### config.mk
export PLATFORM = sky130hd
export DESIGN_NAME = ufd_top
export DESIGN_NICKNAME = d
export VERILOG_FILES = /design/src/core/ufd_pkg.sv /design/src/core/ufd_mem.sv /design/src/core/ufd_top.sv
export SDC_FILE = /design/constraint.sdc
export NUM_CORES = 1
export LEC_CHECK = 0
export BUFFER_PORTS_ARGS = -buffer_cell sky130_fd_sc_hd__buf_2
export CAP_MARGIN = 20
export CORE_MARGIN = 4
export CORE_UTILIZATION = 55
export CTS_BUF_LIST = sky130_fd_sc_hd__clkbuf_16
export DETAILED_ROUTE_END_ITERATION = 10
export PLACE_DENSITY = 0.88
export SYNTH_ARGS = -nofsm -noshare
export SYNTH_HDL_FRONTEND = slang
export SYNTH_HIERARCHICAL = 1
export SYNTH_SLANG_ARGS = --single-unit
### constraint.sdc
create_clock -name CLK_IN -period 3.2 [get_ports CLK_IN]
set_input_delay 0.32 -clock CLK_IN [delete_from_list [all_inputs] [get_ports CLK_IN]]
set_output_delay 0.32 -clock CLK_IN [all_outputs]
set_load 0.03 [all_outputs]
### src/core/ufd_pkg.sv
package ufd_pkg;

    // Queue geometry and character width
    localparam int unsigned UFD_FIFO_DEPTH = 4;
    localparam int unsigned UFD_CHAR_W = 8;

    // Request line asserts while at least this many entries are free
    localparam int unsigned UFD_RTS_MIN_FREE = 2;

    // Overrun offset leads the true overflow point by this many characters
    localparam int unsigned UFD_OVF_LEAD = 4;

    // Width of a DMA buffer offset
    localparam int unsigned UFD_OFS_W = 8;

    // DMA buffer indices
    localparam int unsigned UFD_BUF_A = 0;
    localparam int unsigned UFD_BUF_B = 1;
    localparam int unsigned UFD_NBUF = 2;

    // Interrupt event bit positions
    localparam int unsigned UFD_IRQ_TX_IDLE = 0;
    localparam int unsigned UFD_IRQ_TX_SPACE = 1;
    localparam int unsigned UFD_IRQ_RX_AVAIL = 2;
    localparam int unsigned UFD_IRQ_TX_DMA_A = 3;
    localparam int unsigned UFD_IRQ_TX_DMA_B = 4;
    localparam int unsigned UFD_IRQ_RX_DMA_A = 5;
    localparam int unsigned UFD_IRQ_RX_DMA_B = 6;
    localparam int unsigned UFD_IRQ_PAR_ERR = 7;
    localparam int unsigned UFD_IRQ_FRM_ERR = 8;
    localparam int unsigned UFD_IRQ_RX_OVF = 9;
    localparam int unsigned UFD_IRQ_N = 10;

    // Reset levels
    localparam logic UFD_LINE_IDLE = 1'b1;
    localparam logic UFD_RTS_N_RESET = 1'b1;

    // Static configuration bits
    typedef struct packed {
        logic flow_ctrl_enable;
        logic auto_rts_enable;
        logic soft_rts_level;
        logic irq_trigger_mode;
        logic top_irq_enable_set;
    } ufd_cfg_t;

    // Received character with its error flags
    typedef struct packed {
        logic perr;
        logic ferr;
        logic [UFD_CHAR_W-1:0] data;
    } ufd_rx_char_t;

    // Transmit sequencer states
    typedef enum logic [1:0] {
        UFD_TX_IDLE = 2'b01,
        UFD_TX_SHIFT = 2'b10
    } ufd_tx_state_t;

endpackage

### src/core/ufd_mem.sv
`timescale 1ns/10ps
module ufd_mem #(
    parameter int unsigned W = 8,
    parameter int unsigned DEPTH = 4,
    parameter int unsigned AW = 2
) (
    // Clock
    input wire logic clk_in,
    // Write port
    input wire logic we_in,
    input wire logic [AW-1:0] waddr_in,
    input wire logic [W-1:0] wdata_in,
    // Read port
    input wire logic [AW-1:0] raddr_in,
    output logic [W-1:0] rdata_out
);

    logic [W-1:0] mem_r [DEPTH];

    // Storage write
    always_ff @(posedge clk_in) begin
        if (we_in) begin
            mem_r[waddr_in] <= wdata_in;
        end
    end

    // Registered read with write-through so a fresh head is never stale
    always_ff @(posedge clk_in) begin
        if (we_in && (waddr_in == raddr_in)) begin
            rdata_out <= wdata_in;
        end else begin
            rdata_out <= mem_r[raddr_in];
        end
    end

endmodule

### src/core/ufd_top.sv
`timescale 1ns/10ps
module ufd_top
    import ufd_pkg::*;
#(
    parameter int unsigned DEPTH = UFD_FIFO_DEPTH,
    parameter int unsigned OFS_W = UFD_OFS_W
) (
    // Clock and reset
    input wire logic CLK_IN,
    input wire logic SRST_IN,
    // Configuration
    input wire ufd_cfg_t CFG_IN,
    input wire logic [UFD_IRQ_N-1:0] IRQ_MASK_IN,
    // Data port, software side
    input wire logic TX_WR_IN,
    input wire logic [UFD_CHAR_W-1:0] TX_DATA_IN,
    input wire logic RX_RD_IN,
    // Data port, DMA side
    input wire logic TX_DMA_WR_IN,
    input wire logic [UFD_CHAR_W-1:0] TX_DMA_DATA_IN,
    input wire logic RX_DMA_RD_IN,
    input wire logic RX_DMA_BUF_IN,
    input wire logic [OFS_W-1:0] RX_DMA_OFS_IN,
    input wire logic [UFD_NBUF-1:0] TX_BUF_ACTIVE_IN,
    input wire logic [UFD_NBUF-1:0] RX_BUF_ACTIVE_IN,
    input wire logic [UFD_NBUF-1:0] RX_BUF_LOAD_IN,
    input wire logic [UFD_NBUF-1:0] RX_DMA_RESET_IN,
    // Shifter side
    input wire logic TX_DONE_IN,
    input wire logic SER_TXD_IN,
    input wire logic RX_VALID_IN,
    input wire ufd_rx_char_t RX_CHAR_IN,
    // Handshake pins and transmit data line
    input wire logic CLEAR_TO_SEND_N_IN,
    output logic REQUEST_TO_SEND_N_OUT,
    output logic TXD_OUT,
    // Transmit shifter request
    output logic TX_START_OUT,
    output logic [UFD_CHAR_W-1:0] TX_CHAR_OUT,
    // Read data
    output ufd_rx_char_t RX_CHAR_OUT,
    // Status
    output logic TX_IDLE_FLAG_OUT,
    output logic TX_SPACE_FLAG_OUT,
    output logic RX_AVAIL_FLAG_OUT,
    output logic RX_OVERRUN_FLAG_OUT,
    output logic [UFD_NBUF-1:0] RX_DMA_ERR_OUT,
    output logic [OFS_W-1:0] RX_ERR_OFS_A_OUT,
    output logic [OFS_W-1:0] RX_ERR_OFS_B_OUT,
    // Interrupts
    output logic [UFD_IRQ_N-1:0] IRQ_EVENT_OUT,
    output logic SERIAL_CTRL_IRQ_OUT
);

    localparam int unsigned AW = $clog2(DEPTH);
    localparam int unsigned CW = $clog2(DEPTH + 1);
    localparam logic [CW-1:0] CNT_FULL = CW'(DEPTH);
    localparam logic [CW-1:0] CNT_RTS = CW'(UFD_RTS_MIN_FREE);
    localparam logic [AW-1:0] PTR_LAST = AW'(DEPTH - 1);

    // Circular pointer advance, shared by both queues
    function automatic logic [AW-1:0] ptr_inc(input logic [AW-1:0] p);
        ptr_inc = (p == PTR_LAST) ? '0 : p + AW'(1);
    endfunction

    ufd_tx_state_t tx_state_r;
    ufd_tx_state_t tx_state_nxt;
    logic [AW-1:0] tx_wp_r;
    logic [AW-1:0] tx_rp_r;
    logic [CW-1:0] tx_cnt_r;
    logic [AW-1:0] rx_wp_r;
    logic [AW-1:0] rx_rp_r;
    logic [CW-1:0] rx_cnt_r;
    logic [UFD_CHAR_W-1:0] tx_head;
    logic [UFD_CHAR_W-1:0] tx_wdata;
    ufd_rx_char_t rx_head;
    logic tx_push;
    logic tx_pop;
    logic rx_push;
    logic rx_pop;
    logic rx_overrun;
    logic tx_idle;
    logic tx_space;
    logic rx_avail;
    logic tx_idle_r;
    logic tx_space_r;
    logic rx_avail_r;
    logic [UFD_NBUF-1:0] tx_act_r;
    logic [UFD_NBUF-1:0] rx_act_r;
    logic [UFD_IRQ_N-1:0] irq_ev;
    logic [CW-1:0] rx_free;
    logic rts_n_nxt;
    logic err_r [UFD_NBUF];
    logic [OFS_W-1:0] ofs_r [UFD_NBUF];

    // Software write wins a collision with DMA; one character per cycle
    assign tx_wdata = TX_WR_IN ? TX_DATA_IN : TX_DMA_DATA_IN;
    assign tx_push = (TX_WR_IN | TX_DMA_WR_IN) && (tx_cnt_r != CNT_FULL);
    assign rx_push = RX_VALID_IN && (rx_cnt_r != CNT_FULL);
    assign rx_overrun = RX_VALID_IN && (rx_cnt_r == CNT_FULL);
    assign rx_pop = (RX_RD_IN | RX_DMA_RD_IN) && (rx_cnt_r != '0);

    // Start rule: queue holds data, shifter idle, clear asserted if required
    always_comb begin
        tx_pop = 1'b0;
        tx_state_nxt = tx_state_r;
        unique case (tx_state_r)
            UFD_TX_IDLE: begin
                if ((tx_cnt_r != '0) && (!CFG_IN.flow_ctrl_enable || !CLEAR_TO_SEND_N_IN)) begin
                    tx_pop = 1'b1;
                    tx_state_nxt = UFD_TX_SHIFT;
                end
            end
            UFD_TX_SHIFT: begin
                // Clear is not looked at here, so the character completes
                if (TX_DONE_IN) begin
                    tx_state_nxt = UFD_TX_IDLE;
                end
            end
            default: begin
                tx_state_nxt = UFD_TX_IDLE;
            end
        endcase
    end

    // Transmit sequencer state
    always_ff @(posedge CLK_IN) begin
        if (SRST_IN) begin
            tx_state_r <= UFD_TX_IDLE;
        end else begin
            tx_state_r <= tx_state_nxt;
        end
    end

    // Transmit queue pointers and fill count
    always_ff @(posedge CLK_IN) begin
        if (SRST_IN) begin
            tx_wp_r <= '0;
            tx_rp_r <= '0;
            tx_cnt_r <= '0;
        end else begin
            if (tx_push) begin
                tx_wp_r <= ptr_inc(tx_wp_r);
            end
            if (tx_pop) begin
                tx_rp_r <= ptr_inc(tx_rp_r);
            end
            tx_cnt_r <= tx_cnt_r + CW'(tx_push) - CW'(tx_pop);
        end
    end

    // Receive queue pointers and fill count
    always_ff @(posedge CLK_IN) begin
        if (SRST_IN) begin
            rx_wp_r <= '0;
            rx_rp_r <= '0;
            rx_cnt_r <= '0;
        end else begin
            if (rx_push) begin
                rx_wp_r <= ptr_inc(rx_wp_r);
            end
            if (rx_pop) begin
                rx_rp_r <= ptr_inc(rx_rp_r);
            end
            rx_cnt_r <= rx_cnt_r + CW'(rx_push) - CW'(rx_pop);
        end
    end

    // Storage; read address looks ahead so the head is valid every cycle
    ufd_mem #(.W(UFD_CHAR_W), .DEPTH(DEPTH), .AW(AW)) u_tx_mem (
        .clk_in(CLK_IN),
        .we_in(tx_push),
        .waddr_in(tx_wp_r),
        .wdata_in(tx_wdata),
        .raddr_in(tx_pop ? ptr_inc(tx_rp_r) : tx_rp_r),
        .rdata_out(tx_head)
    );

    ufd_mem #(.W($bits(ufd_rx_char_t)), .DEPTH(DEPTH), .AW(AW)) u_rx_mem (
        .clk_in(CLK_IN),
        .we_in(rx_push),
        .waddr_in(rx_wp_r),
        .wdata_in(RX_CHAR_IN),
        .raddr_in(rx_pop ? ptr_inc(rx_rp_r) : rx_rp_r),
        .rdata_out(rx_head)
    );

    // Shifter request and line drive; line rests high outside a character
    always_ff @(posedge CLK_IN) begin
        if (SRST_IN) begin
            TX_START_OUT <= 1'b0;
            TX_CHAR_OUT <= '0;
            TXD_OUT <= UFD_LINE_IDLE;
        end else begin
            TX_START_OUT <= tx_pop;
            if (tx_pop) begin
                TX_CHAR_OUT <= tx_head;
            end
            TXD_OUT <= (tx_state_r == UFD_TX_SHIFT) ? SER_TXD_IN : UFD_LINE_IDLE;
        end
    end

    // Read data register, loaded only on a pop
    always_ff @(posedge CLK_IN) begin
        if (SRST_IN) begin
            RX_CHAR_OUT <= '0;
        end else if (rx_pop) begin
            RX_CHAR_OUT <= rx_head;
        end
    end

    // Request line; threshold leaves one slot for a sender slow to stop
    assign rx_free = CNT_FULL - rx_cnt_r;
    always_comb begin
        if (!CFG_IN.flow_ctrl_enable) begin
            rts_n_nxt = UFD_RTS_N_RESET;
        end else if (CFG_IN.auto_rts_enable) begin
            rts_n_nxt = !(rx_free >= CNT_RTS);
        end else begin
            rts_n_nxt = !CFG_IN.soft_rts_level;
        end
    end

    always_ff @(posedge CLK_IN) begin
        if (SRST_IN) begin
            REQUEST_TO_SEND_N_OUT <= UFD_RTS_N_RESET;
        end else begin
            REQUEST_TO_SEND_N_OUT <= rts_n_nxt;
        end
    end

    // Overrun flag; a new overrun beats a simultaneous read
    always_ff @(posedge CLK_IN) begin
        if (SRST_IN) begin
            RX_OVERRUN_FLAG_OUT <= 1'b0;
        end else if (rx_overrun) begin
            RX_OVERRUN_FLAG_OUT <= 1'b1;
        end else if (RX_RD_IN) begin
            RX_OVERRUN_FLAG_OUT <= 1'b0;
        end
    end

    // DMA error capture, one tracker per buffer
    for (genvar b = 0; b < UFD_NBUF; b++) begin : g_dma_err
        logic sel;
        logic char_err;
        logic ovf_hit;
        logic set_err;
        logic clr_err;
        assign sel = (RX_DMA_BUF_IN == b[0]);
        assign char_err = sel && rx_pop && RX_DMA_RD_IN && (rx_head.perr | rx_head.ferr);
        assign ovf_hit = sel && rx_overrun && RX_BUF_ACTIVE_IN[b];
        assign set_err = (char_err | ovf_hit) && !err_r[b];
        assign clr_err = RX_DMA_RESET_IN[b] | (RX_BUF_LOAD_IN[b] & !RX_BUF_ACTIVE_IN[b]);

        // Only the first error is kept; a set beats a clear in the same cycle
        always_ff @(posedge CLK_IN) begin
            if (SRST_IN) begin
                err_r[b] <= 1'b0;
                ofs_r[b] <= '0;
            end else if (set_err) begin
                err_r[b] <= 1'b1;
                if (char_err) begin
                    ofs_r[b] <= RX_DMA_OFS_IN;
                end else begin
                    ofs_r[b] <= RX_DMA_OFS_IN + OFS_W'(UFD_OVF_LEAD);
                end
            end else if (clr_err) begin
                err_r[b] <= 1'b0;
                ofs_r[b] <= '0;
            end
        end
        assign RX_DMA_ERR_OUT[b] = err_r[b];
    end

    assign RX_ERR_OFS_A_OUT = ofs_r[UFD_BUF_A];
    assign RX_ERR_OFS_B_OUT = ofs_r[UFD_BUF_B];

    // Live status
    assign tx_idle = (tx_cnt_r == '0) && (tx_state_r == UFD_TX_IDLE);
    assign tx_space = (tx_cnt_r != CNT_FULL);
    assign rx_avail = (rx_cnt_r != '0);

    // Previous values for edge detection
    always_ff @(posedge CLK_IN) begin
        if (SRST_IN) begin
            tx_idle_r <= 1'b1;
            tx_space_r <= 1'b1;
            rx_avail_r <= 1'b0;
            tx_act_r <= '0;
            rx_act_r <= '0;
        end else begin
            tx_idle_r <= tx_idle;
            tx_space_r <= tx_space;
            rx_avail_r <= rx_avail;
            tx_act_r <= TX_BUF_ACTIVE_IN;
            rx_act_r <= RX_BUF_ACTIVE_IN;
        end
    end

    // Event sources; for idle, space and receive, trigger mode 1 means level, 0 means rising edge
    always_comb begin
        irq_ev = '0;
        irq_ev[UFD_IRQ_TX_IDLE] = tx_idle && (CFG_IN.irq_trigger_mode || !tx_idle_r);
        irq_ev[UFD_IRQ_TX_SPACE] = tx_space && (CFG_IN.irq_trigger_mode || !tx_space_r);
        irq_ev[UFD_IRQ_RX_AVAIL] = rx_avail && (CFG_IN.irq_trigger_mode || !rx_avail_r);
        irq_ev[UFD_IRQ_TX_DMA_A] = tx_act_r[UFD_BUF_A] && !TX_BUF_ACTIVE_IN[UFD_BUF_A];
        irq_ev[UFD_IRQ_TX_DMA_B] = tx_act_r[UFD_BUF_B] && !TX_BUF_ACTIVE_IN[UFD_BUF_B];
        irq_ev[UFD_IRQ_RX_DMA_A] = rx_act_r[UFD_BUF_A] && !RX_BUF_ACTIVE_IN[UFD_BUF_A];
        irq_ev[UFD_IRQ_RX_DMA_B] = rx_act_r[UFD_BUF_B] && !RX_BUF_ACTIVE_IN[UFD_BUF_B];
        irq_ev[UFD_IRQ_PAR_ERR] = rx_push && RX_CHAR_IN.perr;
        irq_ev[UFD_IRQ_FRM_ERR] = rx_push && RX_CHAR_IN.ferr;
        irq_ev[UFD_IRQ_RX_OVF] = rx_overrun;
    end

    // Registered status, events and gated interrupt line
    always_ff @(posedge CLK_IN) begin
        if (SRST_IN) begin
            TX_IDLE_FLAG_OUT <= 1'b1;
            TX_SPACE_FLAG_OUT <= 1'b1;
            RX_AVAIL_FLAG_OUT <= 1'b0;
            IRQ_EVENT_OUT <= '0;
            SERIAL_CTRL_IRQ_OUT <= 1'b0;
        end else begin
            TX_IDLE_FLAG_OUT <= tx_idle;
            TX_SPACE_FLAG_OUT <= tx_space;
            RX_AVAIL_FLAG_OUT <= rx_avail;
            IRQ_EVENT_OUT <= irq_ev;
            SERIAL_CTRL_IRQ_OUT <= CFG_IN.top_irq_enable_set && |(irq_ev & IRQ_MASK_IN);
        end
    end

endmodule

==> results of run 1 <==
sequential cells by signal, indices dropped and copies added, names as in the netlist, 3 cells and up, named ones only:
signal,cells
rx_cnt_r,3
ofs_r,16
TX_CHAR_OUT,8
RX_CHAR_OUT,10
u_tx_mem/mem_r,32
u_rx_mem/mem_r,40
IRQ_EVENT_OUT,10
tx_cnt_r,3
logic make-up (layout without fill, tap and decap cells):
logic type,Yosys count,in the layout
xor gates and xnor gates,9,9
AOI/OAI and AO/OA,41,41
DFF,150,150
buffers and inverters,37,177
and+or+nand+nor,140,140
muxes,41,41
adders and majority gates,15,15
power groups by stage:
| stage | Clock [mW] | Combinational [mW] | Sequential (mW) |
|---|---|---|---|
| detailed placement | 0 | 1.80 | 2.68 |
| CTS | 1.92 | 1.83 | 2.65 |
| global route | 2.02 | 1.99 | 2.69 |
| floorplan | 0 | 1.13 | 2.89 |
| finish | 1.88 | 1.81 | 2.64 |
| global placement | 0 | 1.75 | 2.65 |
synthesized netlist by cell type (all sizes together), types with 4 or more instances:
master,count
a21oi,22
and2,4
and3b,6
buf,8
clkbuf,13
dfxtp,60
edfxtp,90
ha,13
inv,16
mux2,10
mux2i,13
mux4,18
nand2,27
nand2b,10
nand3,7
nand3b,5
nor2,34
nor2b,16
nor3,4
nor3b,8
o21ai,6
or4,4
xnor2,9
worst paths after layout:
check	start	end	slack [ns]	cells after the start
worst max-delay path	flop	ofs_r[1][2]$_SDFFCE_PP0P_	0.65	5
worst min-delay path	TX_BUF_ACTIVE_IN[0]	IRQ_EVENT_OUT[3]$_SDFF_PP0_	0.09	2
worst max register to register	flop	ofs_r[1][2]$_SDFFCE_PP0P_	0.65	5
worst min register to register	RX_CHAR_OUT[8]$_SDFFE_PP0N_	RX_CHAR_OUT[8]$_SDFFE_PP0N_	0.46	2
worst max-delay path, delay by kind of cell, from the launching register on:
family           cells  cell delay (ns)
multiplexers         1             0.53
flip-flops           1             0.38
AO/OA/AOI/OAI        1             0.08
AND/OR/NAND/NOR      3             1.24
per-stage QoR:
| stage | power (mW) | setup slack [ns] |
|---|---|---|
| 2_1_floorplan | 4.022 | 0.4735 |
| 3_3_place_gp | 4.404 | 0.7025 |
| 3_5_place_dp | 4.485 | 0.6553 |
| 4_1_cts | 6.395 | 0.6379 |
| 5_1_grt | 6.698 | 0.4507 |
| 6_report | 6.332 | 0.6486 |
cell type report:
cell class / instances / area share
Clock buffer: 17 / 0.05804
Clock inverter: 15 / 0.01963
Inverter: 16 / 0.008194
Multi-Input combinational cell: 246 / 0.2675
Sequential cell: 150 / 0.5326
Tap cell: 136 / 0.02322
Timing Repair Buffer: 129 / 0.09082
metal layers:
layer	vias to the layer above	wire (µm)	GRT usage	part of all wire
li1	1832	-	-	-
met1	1850	4779	0.2329	0.40
met2	160	6041	0.3329	0.51
met3	11	951	0.05134	0.080
met4	0	108	0.06010	0.0091
met5	-	0	0	0
==> flow_summary.json, run 1 <==
{
  "outcome": "complete, no violations",
  "htreeDepth": 4,
  "synth-xor-area-share": 0.01305,
  "tritoncts": "done",
  "p_per_area_nw_per_um2": 863.9,
  "syn_nets": 516,
  "rows": 37,
  "areaGrowthSynthToFinish_pct": 21.36,
  "grt.overflow.total": 0,
  "tns_ns": 0,
  "ctsHoldBuffers": 0,
  "slowest_delay_ns": 0.67,
  "hold_path_class": "primary input to flop",
  "clock-sinks": 150,
  "async_flop_share": 0,
  "p_clk_frac": 0.297,
  "path_class": "flop to flop",
  "grt_max_degree": 35,
  "worstSkewPairLatency_ns": 0.41,
  "synth_top_family_by_area": "simple AND/OR/NAND/NOR gates",
  "regArea_um2": 3904,
  "route.detailed.drc": 0,
  "synth_compound_area_frac": 0.04247,
  "comb_power_share": 0.285,
  "die_h_um": 112.8,
  "avgSynthCellArea_um2": 13.95,
  "cp-end-kind": "flop",
  "yosysWarnings": 6,
  "postCtsSetupRepairBufs": 0,
  "instances_no_fill": 709,
  "vias": 3853,
  "setup_viol": 0,
  "fin_crit_sh": 0.7973,
  "yosysSeqAreaShare": 0.6464,
  "gp_congestion": 0.8555,
  "vdd_drop_max_uv": 476.6,
  "synthFlopType": "edfxtp_1",
  "cp_slowest_cell": "or4_1",
  "maxSlewViolCount": 0,
  "num-fill-cells": 684,
  "max_freq_mhz": 391.9,
  "crit_chain": "mux4_2 -> or2_0 -> nand2_4 -> a21oi_1 -> or4_1",
  "cap_violations": 0,
  "core-area_um2": 10510,
  "final_common_cell": "buf_2",
  "root_buffer": "clkbuf_16",
  "synth_cell_types": 52,
  "seqPwrFrac": 0.417,
  "synthAdderAreaFrac": 0.03356,
  "portBuffers": 121,
  "power.switching_mw": 2.040,
  "placed_area_um2": 6760,
  "drtIter0Drc": 282,
  "final_nets": 643,
  "clockBufferDepth": 2,
  "floorplan.die.width_um": 112.8,
  "viasPerCell": 5.434,
  "tightest_slew_ns": 0.6131,
  "yosys-top-cells-area": "edfxtp_1 (45%), dfxtp_1 (20%), mux4_2 (6.7%)",
  "p_sw_frac": 0.3221,
  "start_util": 0.5747,
  "wire_per_inst_um": 16.76,
  "grt_pass1_vias": 3916,
  "synth-seq-cells": 150,
  "synth_edf_count": 90,
  "syn_area_um2": 6040,
  "post-route-util": 0.6975,
  "path_clk_slew_ns": 0.06,
  "hpwl_um": 8448,
  "placed_cells": 677,
  "yosys.area_share.simple": 0.1276,
  "cp-start-kind": "flop",
  "layout-drive-gt1-share": 0.3490,
  "p_int_mw": 4.292,
  "pin_count": 122,
  "routed_wl_um": 11880,
  "synthCells": 433,
  "diodes": 0,
  "hold_viol": 0,
  "netlist.area_leader.share": 0.4475,
  "multi_input_area_um2": 1961,
  "grt_first_pass_wirelength_um": 19060,
  "required_ns": 3.29,
  "layout_common_cells": "buf_2 (121), edfxtp_1 (90), dfxtp_1 (60), nor2_1 (34), nand2_1 (26)",
  "die_area_um2": 12720,
  "rsz0062_at_grt": "no",
  "leakage_nw": 3.015,
  "drt-pass1-iter-count": 4,
  "relSlewSlack": 0.5904,
  "path_max_fanout": 8,
  "cts-resized-gates": 0,
  "holdWs_ns": 0.09479,
  "min_period_ns": 2.551,
  "synth_mux_area_frac": 0.1079,
  "fin_area_um2": 7330,
  "fin_worst_skew_ns": 0.01380,
  "cts_buffers": 17,
  "yosys.area.top_type": "edfxtp_1",
  "worstPathArrival_ns": 2.65,
  "track_usage": 0.1913,
  "ant_nets": 0,
  "antenna_found_initial": 0
}
Power figures use the tool's default switching activity.
==> run 2, diff against run 1 <==
- clock period: 3.2 -> 2.6 ns (I/O delays scaled with it)
==> flow_summary.json, run 2 (synthesized netlist as in run 1, its figures left out) <==
{
  "required_ns": 2.70,
  "route.detailed.drc": 0,
  "largest_register_ffs": 40,
  "routed_wl_um": 12010,
  "worstPathArrival_ns": 2.50,
  "leakage_nw": 3.034,
  "portBuffers": 121,
  "track_usage": 0.1942,
  "tritoncts": "done",
  "cp-start-kind": "flop",
  "diodes": 0,
  "setup_viol": 0,
  "areaGrowthSynthToFinish_pct": 22.19,
  "die_area_um2": 12720,
  "antenna_found_initial": 0,
  "grt_max_degree": 39,
  "fin_worst_skew_ns": 0.007644,
  "layout_common_cells": "buf_2 (121), edfxtp_1 (90), dfxtp_1 (60), nor2_1 (34), nand2_1 (26)",
  "min_period_ns": 2.401,
  "viasPerCell": 5.431,
  "post-route-util": 0.7022,
  "fin_crit_sh": 0.9237,
  "core-area_um2": 10510,
  "cap_violations": 0,
  "gp_congestion": 0.8133,
  "ant_nets": 0,
  "grt.overflow.total": 0,
  "layout-drive-gt1-share": 0.3599,
  "placed_cells": 682,
  "relSlewSlack": 0.5760,
  "cp_slowest_cell": "or4_1",
  "p_per_area_nw_per_um2": 1061,
  "drt-pass1-iter-count": 4,
  "clock-sinks": 150,
  "die_h_um": 112.8,
  "hold_path_class": "primary input to flop",
  "final_nets": 648,
  "placed_area_um2": 6798,
  "hpwl_um": 8479,
  "outcome": "complete, no violations",
  "ctsHoldBuffers": 0,
  "fin_area_um2": 7380,
  "rows": 37,
  "clockBufferDepth": 2,
  "worstSkewPairLatency_ns": 0.41,
  "root_buffer": "clkbuf_16",
  "vdd_drop_max_uv": 540.3,
  "grt_first_pass_wirelength_um": 19330,
  "grt_pass1_vias": 3927,
  "drtIter0Drc": 154,
  "floorplan.die.width_um": 112.8,
  "vias": 3878,
  "wire_per_inst_um": 16.82,
  "hold_viol": 0,
  "maxSlewViolCount": 0,
  "setup_ws_ns": 0.1985,
  "final_common_cell": "buf_2",
  "cp-end-kind": "flop",
  "largest_register": "u_rx_mem/mem_r",
  "pin_count": 122,
  "path_clk_slew_ns": 0.06,
  "dp_slack_ns": 0.1180,
  "tightest_slew_ns": 0.6359,
  "instances_no_fill": 714,
  "cts_buffers": 17,
  "slowest_delay_ns": 0.66,
  "path_class": "flop to flop",
  "max_freq_mhz": 416.4,
  "start_util": 0.5747,
  "path_max_fanout": 8,
  "htreeDepth": 4,
  "reg_top3": "u_rx_mem/mem_r x40, u_tx_mem/mem_r x32, ofs_r x16",
  "crit_chain": "mux4_2 -> or2_0 -> nand2_4 -> a211oi_1 -> or4_1"
}
==> run 2: changes by cell type in the layout (fill, tap and decap cells not counted), moves of 2 or more <==
| cell | change |
|---|---|
| buf_4 | +5 |
| ha_1 | -3 |
| inv_6 | -3 |
| ha_2 | +2 |
==> run 2: critical path: cells and delay by family, from the launching register on <==
family / cells / cell delay (ns)
multiplexers: 1 / 0.55
AND/OR/NAND/NOR: 3 / 1.07
AO/OA/AOI/OAI: 1 / 0.08
flip-flops: 1 / 0.41
==> run 2: metrics by stage <==
stage               hold WS (ns)  total power [mW]  setup TNS (ns)
finish                   0.02897             7.828               0
global route             0.02124             8.251       -0.007550
CTS                      0.01533             7.853               0
detailed placement        0.4506             5.568               0
global placement          0.4404             5.455               0
floorplan                 0.3358             4.956               0
==> run 2: per-layer routing <==
metal / track usage / vias up / wire [µm] / part of all wire
met5: 0 / - / 0 / 0
met4: 0.06571 / 0 / 144 / 0.012
met3: 0.05401 / 15 / 965 / 0.080
met2: 0.3349 / 177 / 6141 / 0.51
met1: 0.2360 / 1845 / 4757 / 0.40
li1: - / 1841 / - / -
==> run 2: layout make-up <==
| type | instances | area [µm²] |
|---|---|---|
| clock buffers | 17 | 425.4 |
| well taps | 136 | 170.2 |
| repair buffers | 134 | 703.2 |
| multi-input cells | 246 | 1986 |
| fillers | 701 | 3129 |
| flip-flops and latches | 150 | 3904 |
| inverters | 16 | 60.06 |
| clock inverters | 15 | 131.4 |
==> run 2: worst paths after layout <==
path                               startpoint  depth (start not counted)                     endpoint  slack, ns
setup reg to reg                         flop                          5    ofs_r[0][4]$_SDFFCE_PP0P_       0.20
hold reg to reg   RX_CHAR_OUT[5]$_SDFFE_PP0N_                          2  RX_CHAR_OUT[5]$_SDFFE_PP0N_       0.46
setup / recovery                         flop                          5    ofs_r[0][4]$_SDFFCE_PP0P_       0.20
hold / removal            TX_BUF_ACTIVE_IN[0]                          2  IRQ_EVENT_OUT[3]$_SDFF_PP0_       0.03
==> run 2: what timing repair did <==
action	in CTS	in global routing
setup buffers	0	0
resized for setup	0	5
endpoints found under the setup margin	0	1
==> run 2: power by group <==
| group | internal (mW) | switching (mW) | total (mW) |
|---|---|---|---|
| Combinational | 1.01 | 1.31 | 2.32 |
| Clock | 1.32 | 0.949 | 2.26 |
| Sequential | 3.00 | 0.243 | 3.24 |
==> run 3, diff against run 2 <==
- CORE_UTILIZATION: 55 -> 49
- PLACE_DENSITY: 0.88 -> 0.83
- clock period: 2.6 -> 1.95 ns (I/O delays scaled with it)
==> flow_summary.json, run 3 (synthesized netlist as in run 1, its figures left out) <==
{
  "outcome": "finished with violations",
  "violations": "setup timing",
  "placed_cells": 734,
  "maxSlewViolCount": 0,
  "crit_chain": "mux4_2 -> or2_4 -> nand2_4 -> a21oi_2 -> or4_4",
  "vias": 4049,
  "viasPerCell": 5.151,
  "min_period_ns": 2.148,
  "start_util": 0.5007,
  "instances_no_fill": 786,
  "core-area_um2": 12060,
  "cp-start-kind": "flop",
  "holdWs_ns": 0.03288,
  "drtIter0Drc": 204,
  "hold_path_class": "primary input to flop",
  "pin_count": 122,
  "grt_max_degree": 38,
  "comb_power_share": 0.334,
  "rows": 40,
  "die_h_um": 119.0,
  "largest_register": "u_rx_mem/mem_r",
  "gp_congestion": 0.8663,
  "p_sw_frac": 0.3166,
  "dp_slack_ns": -0.2836,
  "worstSkewPairLatency_ns": 0.42,
  "layout_common_cells": "buf_2 (121), edfxtp_1 (90), dfxtp_1 (54), buf_4 (37), nor2_1 (34)",
  "layout-drive-gt1-share": 0.4515,
  "final_common_cell": "buf_2",
  "required_ns": 2.09,
  "p_clk_frac": 0.284,
  "p_per_area_nw_per_um2": 1403,
  "vdd_drop_max_uv": 915.7,
  "path_delay_family": "simple AND/OR/NAND/NOR gates",
  "path_clk_slew_ns": 0.06,
  "fin_area_um2": 8044,
  "largest_register_ffs": 40,
  "path_depth": 5,
  "hpwl_um": 8944,
  "grt_first_pass_wirelength_um": 20310,
  "setup_ws_ns": -0.1983,
  "areaGrowthSynthToFinish_pct": 33.19,
  "relSlewSlack": 0.6476,
  "root_buffer": "clkbuf_16",
  "tritoncts": "done",
  "placed_area_um2": 7164,
  "clock-sinks": 150,
  "diodes": 0,
  "cts_buffers": 17,
  "cap_violations": 0,
  "hold_viol": 0,
  "htreeDepth": 4,
  "route.detailed.drc": 0,
  "leakage_nw": 3.303,
  "critical_path_buf_inv_count": 0,
  "track_usage": 0.1845,
  "cp_slowest_cell": "or4_4",
  "power.switching_mw": 3.572,
  "path_max_fanout": 8,
  "ff2ff_setup_slack_ns": -0.20,
  "ant_nets": 0,
  "routed_wl_um": 12740,
  "rsz0062_at_grt": "yes",
  "reg_top3": "u_rx_mem/mem_r x40, u_tx_mem/mem_r x32, ofs_r x16",
  "fin_crit_sh": 1.102,
  "cp-end-kind": "flop",
  "p_int_mw": 7.713,
  "die_area_um2": 14170,
  "portBuffers": 121,
  "wire_per_inst_um": 16.21,
  "clockBufferDepth": 2,
  "cp-endpoint": "ofs_r[1][0]$_SDFFCE_PP0P_",
  "fin_worst_skew_ns": 0.006541,
  "path_class": "flop to flop",
  "antenna_found_initial": 1,
  "worstPathArrival_ns": 2.29,
  "drt-pass1-iter-count": 4,
  "grt.overflow.total": 0,
  "setup_viol": 34,
  "max_freq_mhz": 465.5,
  "final_nets": 688,
  "tns_ns": -3.800,
  "r2r_end": "ofs_r[1][0]$_SDFFCE_PP0P_",
  "grt_pass1_vias": 4143,
  "seqPwrFrac": 0.383,
  "slowest_delay_ns": 0.57,
  "rr_worst_depth": 5,
  "tightest_slew_ns": 0.5286,
  "floorplan.die.width_um": 119.0
}
-- run 3: worst min-delay path: stages --
cell	delay, ns
buf_2	0.10
nand3_1	0.06
a21oi_1	0.05
-- run 3: final cells by class --
cell class / instances / area [µm²]
fill: 830 / 4018
inverter: 16 / 62.56
sequential: 150 / 3916
multi-input combinational: 246 / 2216
tap: 168 / 210.2
timing repair buffer: 174 / 1046
clock inverter: 13 / 117.6
clock buffer: 19 / 475.5
-- run 3: layer usage --
metal / vias up / wire length (µm) / part of all wire / GRT usage
li1: 1919 / - / - / -
met3: 28 / 848 / 0.067 / 0.06315
met4: 2 / 267 / 0.021 / 0.07820
met5: - / 8 / 0.00063 / 0
met2: 140 / 6735 / 0.53 / 0.3221
met1: 1960 / 4880 / 0.38 / 0.2046
-- run 3: power groups by stage --
stage	Clock [mW]	Combinational (mW)	Sequential [mW]
after CTS	3.26	3.70	4.31
after global routing	3.39	4.10	4.38
final	3.20	3.77	4.32
after floorplan	0	2.19	4.79
after global placement	0	3.46	4.33
after detailed placement	0	3.58	4.36
-- run 3: stage by stage --
step | utilization | power (mW)
final | 0.6669 | 11.29
after global routing | 0.6669 | 11.87
after CTS | 0.6596 | 11.27
after detailed placement | 0.5940 | 7.944
after global placement | 0.5940 | 7.789
after floorplan | - | 6.977
-- run 3: worst min path at each step --
stage                              from                             end  slack [ns]  cells after the start
floorplan           TX_BUF_ACTIVE_IN[0]     IRQ_EVENT_OUT[3]$_SDFF_PP0_        0.27                      1
global placement    TX_BUF_ACTIVE_IN[1]     IRQ_EVENT_OUT[4]$_SDFF_PP0_        0.38                      2
detailed placement  TX_BUF_ACTIVE_IN[1]     IRQ_EVENT_OUT[4]$_SDFF_PP0_        0.38                      2
CTS                      IRQ_MASK_IN[0]  SERIAL_CTRL_IRQ_OUT$_SDFF_PP0_        0.01                      3
global route             IRQ_MASK_IN[0]  SERIAL_CTRL_IRQ_OUT$_SDFF_PP0_        0.03                      3
finish                   IRQ_MASK_IN[0]  SERIAL_CTRL_IRQ_OUT$_SDFF_PP0_        0.03                      3
-- run 3: timing repair --
| action | CTS | global route |
|---|---|---|
| pin swaps | 13 | 17 |
| hold buffers | 14 | 0 |
| endpoints found under the setup margin | 37 | 39 |
| gates cloned | 0 | 0 |
| setup buffers | 2 | 4 |
| hold endpoints to repair | 39 | 0 |
| gates resized for setup | 11 | 14 |
